File: src/cie_pkg.sv
// Register map, bit layout and reset values for the CAN interrupt enable and arbitration block
package cie_pkg;

  // APB address and data widths
  localparam int ADDR_W = 12;
  localparam int DATA_W = 32;
  localparam int IDX_W = ADDR_W - 2;

  // Register indexes; byte address is four times the index
  localparam logic [IDX_W-1:0] IDX_IRQ_FLAGS = 10'h003;
  localparam logic [IDX_W-1:0] IDX_IRQ_ENABLE = 10'h004;
  localparam logic [IDX_W-1:0] IDX_ARB_LOSS_POS = 10'h00B;

  // Bit positions shared by the enable and the flag register
  localparam int BIT_BUS_FAULT = 7;
  localparam int BIT_ARB_LOSS = 6;
  localparam int BIT_PASSIVE = 5;
  localparam int BIT_WAKE = 4;
  localparam int BIT_OVERRUN = 3;
  localparam int BIT_WARNING = 2;
  localparam int BIT_TX_DONE = 1;
  localparam int BIT_RX = 0;

  // Arbitration loss position field
  localparam int POS_W = 5;
  localparam int LOST_POSITION_MSB = 4;
  localparam int LOST_POSITION_LSB = 0;

  // Reset values
  localparam logic [7:0] IRQ_ENABLE_RESET = 8'h00;
  localparam logic [7:0] IRQ_FLAGS_RESET = 8'h00;
  localparam logic [POS_W-1:0] ARB_POS_RESET = 5'h00;
  localparam logic [DATA_W-1:0] RDATA_IDLE = 32'h0000_0000;

  // Mask of flags that a flag register read clears
  localparam logic [7:0] READ_CLEARABLE = 8'hFE;

endpackage

File: src/cie_irq_arb.sv
// Interrupt enable, interrupt flags and arbitration loss capture with an APB slave
//
// Local design decision: the APB register port.
`timescale 1ns/1ps
`default_nettype none

module cie_irq_arb (
  // Clock and reset
  input wire logic clk_sys,
  input wire logic rst,
  // APB slave
  input wire logic psel,
  input wire logic penable,
  input wire logic pwrite,
  input wire logic [cie_pkg::ADDR_W-1:0] paddr,
  input wire logic [cie_pkg::DATA_W-1:0] pwdata,
  output logic [cie_pkg::DATA_W-1:0] prdata,
  output logic pready,
  output logic pslverr,
  // Event strobes from the protocol core
  input wire logic bus_fault_evt,
  input wire logic arb_loss_evt,
  input wire logic [cie_pkg::POS_W-1:0] frame_bit_pos,
  input wire logic wake_evt,
  input wire logic sleep_set_try,
  input wire logic bus_activity,
  // Status levels watched for changes
  input wire logic passive_state,
  input wire logic overrun_status,
  input wire logic error_status,
  input wire logic bus_status,
  input wire logic tx_buf_free,
  // Receive FIFO
  input wire logic rx_not_empty,
  input wire logic release_rx_cmd,
  // Interrupt to the host
  output logic irq_n
);

  // Whole state of the block
  typedef struct packed {
    logic [7:0] irq_enable_reg;
    logic [7:0] flags;
    logic [cie_pkg::POS_W-1:0] arb_loss_position_reg;
    logic armed;
    logic prev_passive;
    logic prev_overrun;
    logic prev_error;
    logic prev_bus;
    logic prev_tx_free;
    logic pready;
    logic pslverr;
    logic [cie_pkg::DATA_W-1:0] prdata;
    logic irq_n;
  } cie_state_t;

  cie_state_t st_q;
  cie_state_t st_d;

  logic [cie_pkg::IDX_W-1:0] idx;
  logic mapped;
  logic access;
  logic done;
  logic ier_write;
  logic flags_read;
  logic pos_read;
  logic capture;
  logic [7:0] set_mask;
  logic [7:0] clr_mask;
  logic [7:0] ier_next;

  // Address decode and transfer phases
  assign idx = paddr[cie_pkg::ADDR_W-1:2];
  assign mapped = (paddr[1:0] == 2'h0) &&
                  ((idx == cie_pkg::IDX_IRQ_FLAGS) ||
                   (idx == cie_pkg::IDX_IRQ_ENABLE) ||
                   (idx == cie_pkg::IDX_ARB_LOSS_POS));
  assign access = psel && penable && !st_q.pready;
  assign done = psel && penable && st_q.pready && !st_q.pslverr;
  assign ier_write = done && pwrite && (idx == cie_pkg::IDX_IRQ_ENABLE);
  assign flags_read = done && !pwrite && (idx == cie_pkg::IDX_IRQ_FLAGS);
  assign pos_read = done && !pwrite && (idx == cie_pkg::IDX_ARB_LOSS_POS);
  assign capture = arb_loss_evt && st_q.armed;

  // Enable value after any write in this cycle
  // stored enable bits
  assign ier_next = ier_write ? pwdata[7:0] : st_q.irq_enable_reg;

  // Flag set requests, each gated by its enable bit
  always_comb begin
    set_mask = 8'h00;
    set_mask[cie_pkg::BIT_BUS_FAULT] = bus_fault_evt &&
                                       st_q.irq_enable_reg[cie_pkg::BIT_BUS_FAULT];
    set_mask[cie_pkg::BIT_ARB_LOSS] = capture &&
                                      st_q.irq_enable_reg[cie_pkg::BIT_ARB_LOSS];
    set_mask[cie_pkg::BIT_PASSIVE] = (passive_state != st_q.prev_passive) &&
                                     st_q.irq_enable_reg[cie_pkg::BIT_PASSIVE];
    set_mask[cie_pkg::BIT_WAKE] = (wake_evt ||
                                   (sleep_set_try && (bus_activity || (|st_q.flags)))) &&
                                  st_q.irq_enable_reg[cie_pkg::BIT_WAKE];
    set_mask[cie_pkg::BIT_OVERRUN] = overrun_status && !st_q.prev_overrun &&
                                     st_q.irq_enable_reg[cie_pkg::BIT_OVERRUN];
    set_mask[cie_pkg::BIT_WARNING] = ((error_status != st_q.prev_error) ||
                                      (bus_status != st_q.prev_bus)) &&
                                     st_q.irq_enable_reg[cie_pkg::BIT_WARNING];
    set_mask[cie_pkg::BIT_TX_DONE] = tx_buf_free && !st_q.prev_tx_free &&
                                     st_q.irq_enable_reg[cie_pkg::BIT_TX_DONE];
  end

  // Read clears only what the host actually saw, so a late set survives
  // read clears arbitration flag
  assign clr_mask = flags_read ? (st_q.prdata[7:0] & cie_pkg::READ_CLEARABLE) : 8'h00;

  // Next state
  always_comb begin
    st_d = st_q;
    // APB answer one cycle into the access phase
    st_d.pready = access;
    st_d.pslverr = access && !mapped;
    st_d.prdata = cie_pkg::RDATA_IDLE;
    if (access && !pwrite && mapped) begin
      unique case (idx)
        cie_pkg::IDX_IRQ_FLAGS: st_d.prdata[7:0] = st_q.flags;
        cie_pkg::IDX_IRQ_ENABLE: st_d.prdata[7:0] = st_q.irq_enable_reg;
        default: st_d.prdata[cie_pkg::POS_W-1:0] = st_q.arb_loss_position_reg;
      endcase
    end
    st_d.irq_enable_reg = ier_next;
    // Set wins over clear for hardware events
    st_d.flags[7:1] = (st_q.flags[7:1] & ~clr_mask[7:1]) | set_mask[7:1];
    st_d.flags[cie_pkg::BIT_RX] = rx_not_empty && !release_rx_cmd &&
                                  ier_next[cie_pkg::BIT_RX];
    if (capture) begin
      st_d.arb_loss_position_reg = frame_bit_pos;
      st_d.armed = 1'b0;
    end else if (pos_read) begin
      st_d.armed = 1'b1;
    end
    st_d.prev_passive = passive_state;
    st_d.prev_overrun = overrun_status;
    st_d.prev_error = error_status;
    st_d.prev_bus = bus_status;
    st_d.prev_tx_free = tx_buf_free;
    st_d.irq_n = !(|st_d.flags);
  end

  // State register
  always_ff @(posedge clk_sys) begin
    if (rst) begin
      st_q.irq_enable_reg <= cie_pkg::IRQ_ENABLE_RESET;
      st_q.flags <= cie_pkg::IRQ_FLAGS_RESET;
      st_q.arb_loss_position_reg <= cie_pkg::ARB_POS_RESET;
      st_q.armed <= 1'b1;
      st_q.prev_passive <= 1'b0;
      st_q.prev_overrun <= 1'b0;
      st_q.prev_error <= 1'b0;
      st_q.prev_bus <= 1'b0;
      st_q.prev_tx_free <= 1'b0;
      st_q.pready <= 1'b0;
      st_q.pslverr <= 1'b0;
      st_q.prdata <= cie_pkg::RDATA_IDLE;
      st_q.irq_n <= 1'b1;
    end else begin
      st_q <= st_d;
    end
  end

  // Outputs straight from flip-flops
  assign prdata = st_q.prdata;
  assign pready = st_q.pready;
  assign pslverr = st_q.pslverr;
  assign irq_n = st_q.irq_n;
endmodule

`default_nettype wire

File: config.mk
export PLATFORM = sky130hd
export DESIGN_NAME = cie_irq_arb
export DESIGN_NICKNAME = d
export VERILOG_FILES = /design/src/cie_pkg.sv /design/src/cie_irq_arb.sv
export SDC_FILE = /design/constraint.sdc
export NUM_CORES = 1
export LEC_CHECK = 0
export ABC_AREA = 1
export CORE_MARGIN = 1.5
export CORE_UTILIZATION = 60
export DETAILED_ROUTE_END_ITERATION = 8
export DONT_BUFFER_PORTS = 1
export PLACE_DENSITY = 0.85
export REMOVE_ABC_BUFFERS = 1
export SLEW_MARGIN = 15
export SYNTH_ARGS = -nofsm -noshare
export SYNTH_HDL_FRONTEND = slang
export SYNTH_SLANG_ARGS = --single-unit
File: constraint.sdc
create_clock -name clk_sys -period 3.5 [get_ports clk_sys]
set_input_delay 0.175 -clock clk_sys [delete_from_list [all_inputs] [get_ports clk_sys]]
set_output_delay 0.175 -clock clk_sys [all_outputs]
set_load 0.1 [all_outputs]
==> results.md, run 1 <==
* CP top delay family: simple AND/OR/NAND/NOR gates
* GRT overflow at 0
* Final setup fails at 0
* Antenna violations before repair at 0
* CTS tree: built
* Primary FF master, synth: dfxtp_1
* Switching Fraction at 0.346
* CP Capture Type: flip-flop
* Min-Delay Path Class: in -> reg
* Die Area at 3450 µm²
* Total Routing Usage GR at 0.227
* Clock root buffer: clkbuf_4
* Sequential Power Share at 0.518
* TNS Setup at 0 ns
* Min-delay src: frame_bit_pos[4]
* Post-Synthesis Cells at 255
* Buffers on Ports at 0
* FF+latch count, synth at 38
* Worst path cell trace: buf_4 > nand2_1 > nor3_1 > nand2_1 > nand2_1 > nand3_1 > nand2_1 > nor2_1 > nand2_1 > nand2_1
* Mapped Area at between 1500 and 2000 µm²
* Core area at 3000 µm²
* Final Cycle Share at 0.567
* CP required at around 3.7 ns
* Internal Power at 564 µW
* Max_cap viols at 0
* CP startpoint kind: flip-flop
* Slowest CP cell: dfxtp_1
* Diode count at 0
* Design area at ~2000 µm²
* Share of cells above drive strength 1 at 0.0916
* LEAKAGE at 0.904 nW
* Max clock buf depth at 2
* Pin count of the biggest net entering global routing at 20
* Drt pass-1 iters at 4
* RSZ-0062 raised after global routing: no
* Num rows at 20
* CP Max Fanout at 12
* Post-synthesis sequential area ratio at 0.409
* CTS clk-pin slew, worst paths at between 0.1 and 0.15 ns
* Cts bufs inserted at 5
* Clk pwr share at 0.282
* Vias in the first global route at 1358
* Setup crit start: pready
* Global-route wire length before repair at 5840 µm
* CTS Sinks at 38
* Post-route ant nets at 0
* # fillers at between 200 and 300
* Gate power share at 0.200
* Via density at 5.12
* Worst skew pair latency at 0.34 ns
* Synth warn at 0
* Most used cell, CP: nand2_1
* Avg Cell Area, Syn at 7.30 µm²
* Hold Vio Cnt, Final at 0
* Critical path class: reg -> reg
* Peak VDD IR at ~0.26 mV
* Crit-path max cell delay at 0.33 ns
* Most frequent cells in the layout: 56 x nor2_1, 38 x dfxtp_1, 33 x nand2_1
* Drt initial violations at 56
* Period minus WS final at 1.98 ns
* Synth unique cells at 28
* Die height at 58.7 µm
* Pre-CTS setup slack at between 1.5 and 2 ns
* Outcome: complete, no violations
* RePlAce Congestion at 0.848
* Drt drc at 0
* Final HPWL DP at 2630 µm
* Placed standard-cell area at 1780 µm²
* Crit path buf inv count at 1
* Max Clk Rate at 504 MHz
* Post-layout util at 0.669
* Setup skew after layout at 0.00498 ns
* Max_slew headroom at 0.376
* Most common cell after layout, fill and taps aside: nor2_1
* Number of flops mapped to enable cells by yosys at 0
* WL final at around 3700 µm
* CTS H-tree lvls at 2
* Final Net Count at approximately 340
* Initial Util at 0.620
* DR WL/cell at 12.0 µm
* Area grow syn2layout at 7.86%
* Final WS setup at 1.52 ns
* Ys async rst share at 0
* Power Density at 430 nW/µm²
* Vias at 1568
* Switch Pwr at 298 µW
* Number of post-CTS setup repair buffers at 0
* Die width at 58.7 µm
* Final Max Slew Viols at 0
* Total Power at approximately 860 µW
* Reg2reg start: pready
* Data arrival time of the worst path at about 2.2 ns
* I/O pin total at between 100 and 150
* Worst-Margin Slew at ~0.93 ns
final timing paths:
check	endpoint	slack [ns]	cells past startpoint
setup / recovery	irq_n	1.52	10
hold / removal	st_q[45]	0.01	2
setup reg to reg	irq_n	1.52	10
hold reg to reg	prdata[6]	0.49	2
final cells by class:
class	count	area, µm²	area share
multi-input combinational	177	821	0.409
sequential	38	761	0.379
timing repair buffer	25	228	0.113
inverter	25	93.8	0.0467
clock buffer	6	51.3	0.0255
tap	33	41.3	0.0206
clock inverter	2	12.5	0.00623
flip-flops by register name (all words and copies together) (netlist names):
signal and count:
pready 1, prdata 8, st_q 27, pslverr 1
irq_n 1
worst reg2reg max path: stages, from the launching register on:
cell	delay [ns]
dfxtp_1	0.33
buf_4	0.30
nand2_1	0.17
nor3_1	0.25
nand2_1	0.33
nand2_1	0.18
nand3_1	0.10
nand2_1	0.09
nor2_1	0.04
nand2_1	0.06
nand2_1	0.04
per-stage QoR:
step                std cells  hold WS, ns
floorplan                 240        0.246
global placement          282        0.248
detailed placement        282        0.250
CTS                       306      0.00298
global route              306      0.00712
finish                    306       0.0115
power by group through the flow:
stage               sequential (mW)  clock (mW)  combinational, mW
CTS                           0.446       0.248              0.172
global route                  0.448       0.262              0.181
global placement              0.456           0              0.153
detailed placement            0.456           0              0.154
floorplan                     0.462           0              0.140
finish                        0.447       0.243              0.172
cells in the mapped netlist, types with 2 or more instances:
cell type,n,area share
buf_2,2,0.0054
inv_2,3,0.0060
nor2_4,2,0.012
a211oi_1,3,0.012
nand3_1,8,0.022
inv_1,22,0.044
dfxtp_1,38,0.41
nand4_1,7,0.024
nand2_1,33,0.067
a21boi_0,2,0.0081
buf_4,32,0.13
xnor2_1,2,0.0094
buf_1,2,0.0040
o21ai_0,15,0.040
nor3_1,3,0.0081
nor2_1,56,0.11
a21oi_1,14,0.038
what timing repair did:
action / 4_1_cts / 5_1_grt
endpoints found under the hold margin: 27 / 0
resized for setup: 0 / 0
hold buffers: 16 / 0
layer usage:
| metal | share of wire | global-route usage |
|---|---|---|
| met5 | 0 | 0 |
| met3 | 0.10 | 0.0835 |
| met1 | 0.40 | 0.261 |
| met4 | 0.010 | 0.0844 |
| met2 | 0.49 | 0.387 |
cells by family after synthesis:
group / share of synthesized area
AND/OR/NAND/NOR: 0.277
other: 0.00201
XOR/XNOR: 0.00941
flip-flops: 0.409
AO/OA/AOI/OAI: 0.106
buffers and inverters: 0.197
Note: power is estimated with default switching activity, not from simulation.
==> run 2, diff against run 1 <==
- ABC_AREA: 1 -> 0
- CORE_UTILIZATION: 60 -> 56
- PLACE_DENSITY: 0.85 -> 0.83
- clock period: 3.5 -> 1.8 ns (I/O delays scaled with it)
==> run 2 against run 1 <==
  * Global-route usage is 2.1 points higher
  * Setup slack worse by 1.4 ns
  * Die area rose by 7.0%
  * Core utilization increased by 3.4 points
  * Final area is 8.5% higher
  * Via count is 0.38% higher
  * Critical path depth fell by 5
  * Critical path type unchanged
==> results.md, run 2 <==
* Outcome: complete, no violations
* Die height at 60.7 µm (+3.5%)
* Hold WS at 0.0205 ns (+0.00903 ns)
* Placed standard-cell area at 1820 µm² (+2.1%)
* Largest family of logic cells by synthesized area: simple AND/OR/NAND/NOR gates
* Total Power at 1.82 mW (+110%)
* Total Routing Usage GR at 0.248 (+0.0205)
* CP startpoint kind: flip-flop
* Xor/xnor share of the synthesized area at 0.0141 (+0.00467)
* Worst skew pair latency at 0.35 ns (about the same)
* Vias at 1574 (+0.38%)
* Primary FF master, synth: dfxtp_1
* Commonest cells post-synth: 38 x dfxtp_1, 34 x buf_4, 27 x nand2_1, 22 x a21oi_1, 16 x nor2_1
* Drt drc at 0 (unchanged)
* Global-route wire length before repair at 6540 µm (+12%)
* Post-route ant nets at 0 (unchanged)
* Most common cell after layout, fill and taps aside: dfxtp_1
* Area grow syn2layout at 16.8%
* Pin count of the biggest net entering global routing at 30 (+50%)
* Antenna violations before repair at 0 (unchanged)
* Most frequent cells in the layout: 38 x dfxtp_1, 27 x nand2_1, 27 x dlygate4sd3_1
* CTS Sinks at 38 (unchanged)
* CTS tree: built
* Vias in the first global route at 1489 (+9.6%)
* CTS H-tree lvls at 2 (unchanged)
* Critical path class: reg -> reg
* Final Max Slew Viols at 0 (unchanged)
* Post-synthesis sequential area ratio at 0.408 (-0.00110)
* Peak VDD IR at 0.573 mV (+120%)
* CTS clk-pin slew, worst paths at 0.11 ns (about the same)
* Adder-cell share of the synthesized area at 0 (unchanged)
* WL final at 4270 µm (+16%)
* Min-Delay Path Class: in -> reg
* Register Area at 761 µm² (unchanged)
* Die width at 60.7 µm (+3.5%)
* Max reg flops at 27 (unchanged)
* Largest area contributor in the netlist: dfxtp_1
* Die Area at 3690 µm² (+7.0%)
* Ys async rst share at 0 (unchanged)
* Setup skew after layout at 0.00707 ns (+0.00208 ns)
* Cell with the most instances after synthesis: dfxtp_1
* Multi-input logic area at 893 µm² (+8.8%)
* Drt pass-1 iters at 4 (unchanged)
* RSZ-0062 raised after global routing: no
* Synth unique cells at 44 (+57%)
* Biggest register: st_q
* Compound-Gate Fraction of Synth Area at 0.145 (+0.0393)
* Number of flops mapped to enable cells by yosys at 0 (unchanged)
* Mux cell area share after synthesis at 0.00536 (+0.00536)
* Clock root buffer: clkbuf_4
* Final Net Count at 313 (-7.4%)
* Via density at 5.39 (+5.2%)
* Top cells by area, synth: dfxtp_1 41%, buf_4 14%, a21oi_1 5.9%, nand2_1 5.4%, nor2b_1 3.4%
* Worst-Margin Slew at 1.08 ns (+0.145 ns)
* Drt initial violations at 68 (+21%)
* Hold Vio Cnt, Final at 0 (unchanged)
* Cts bufs inserted at 5 (unchanged)
* # fillers at 261 (-10%)
* Num rows at 20 (unchanged)
* Mapped Area at 1870 µm² (+0.27%)
* Max clock buf depth at 2 (unchanged)
* CP required at 2.09 ns (-1.65 ns)
* Post-Synthesis Cells at 217 (-15%)
* GRT overflow at 0 (unchanged)
* Diode count at 0 (unchanged)
* Final Cycle Share at 0.925 (+0.358)
* DR WL/cell at 14.6 µm (+22%)
* Max Clk Rate at 600 MHz (+19%)
* Placed Cells at 256 (-9.2%)
* I/O pin total at 101 (unchanged)
* Data arrival time of the worst path at 1.96 ns (-0.27 ns)
* Buffers on Ports at 0 (unchanged)
* Core area at 3100 µm² (+3.3%)
* RePlAce Congestion at 0.823 (-3.0%)
* Avg Cell Area, Syn at 8.60 µm² (+18%)
* Synth warn at 0 (unchanged)
* Max_slew headroom at 0.280 (-0.0958)
* Number of post-CTS setup repair buffers at 0 (unchanged)
* Initial Util at 0.602 (-0.0184)
* FF+latch count, synth at 38 (unchanged)
* Fin cells at 292 (-4.6%)
* Biggest regs: st_q (27), prdata (8)
* CP Capture Type: flip-flop
* Max_cap viols at 0 (unchanged)
* Share of cells above drive strength 1 at 0.109 (+0.0173)
* Power Density at 834 nW/µm² (+94%)
* LEAKAGE at 0.875 nW (-3.2%)
* Design area at 2180 µm² (+8.5%)
* Top-area cell type share of the netlist area at 0.408 (-0.00110)
* CP Max Fanout at 6 (-6)
* Final setup fails at 0 (unchanged)
* Period minus WS final at 1.67 ns (-0.318 ns)
* Final HPWL DP at 2750 µm (+4.6%)
* Post-synthesis simple-gate area fraction at 0.265 (-0.0115)
-- run 2: cell type report --
type / instances / area share
clock buffer: 7 / 0.0207
clock inverter: 1 / 0.0138
inverter: 4 / 0.00689
multi-input combinational: 157 / 0.410
sequential: 38 / 0.349
tap: 44 / 0.0253
timing repair buffer: 41 / 0.175
-- run 2: metal layers --
metal / GRT usage / share of wire
met5: 0 / 0
met4: 0.0994 / 0.017
met3: 0.104 / 0.094
met2: 0.396 / 0.47
met1: 0.295 / 0.41
-- run 2: worst max-delay path, stage by stage, from the launching register on --
cell and delay [ns]:
dfxtp_1 0.32, and4b_1 0.36, nand4_1 0.25, a221oi_2 0.36, and2_1 0.16, a41o_1 0.16
-- run 2: cells by family after synthesis --
group                     count (synthesis)
xor gates and xnor gates                  3
buffers and inverters                    45
and+or+nand+nor                          87
AOI/OAI and AO/OA                        42
muxes                                     1
other                                     1
DFF                                      38
-- run 2: final timing paths --
kind	from	end	slack, ns	cells past startpoint
max	pslverr	irq_n	0.13	5
min	error_status	st_q[48]	0.02	4
max reg2reg	pslverr	irq_n	0.13	5
min reg2reg	st_q[41]	st_q[41]	0.47	2
-- run 2: metrics by stage --
stage	util	worst slack [ns]	setup TNS, ns
4_1_cts	0.702	0.0405	0
3_5_place_dp	0.587	0.193	0
6_report	0.702	0.135	0
2_1_floorplan	-	-0.443	-2.27
5_1_grt	0.702	0.0738	0
3_3_place_gp	0.587	0.191	0
-- run 2: power breakdown --
part	total, mW	internal (mW)	leakage [nW]	switching [mW]
Sequential	0.874	0.860	0.309	0.0136
Clock	0.572	0.295	0.0395	0.278
Combinational	0.372	0.0757	0.527	0.296
Total	1.82	1.23	0.875	0.587
-- run 2: what timing repair did --
item | CTS | global route
setup endpoints to repair | 0 | 8
hold endpoints to repair | 30 | 0
resized for setup | 0 | 1
hold buffers | 28 | 0
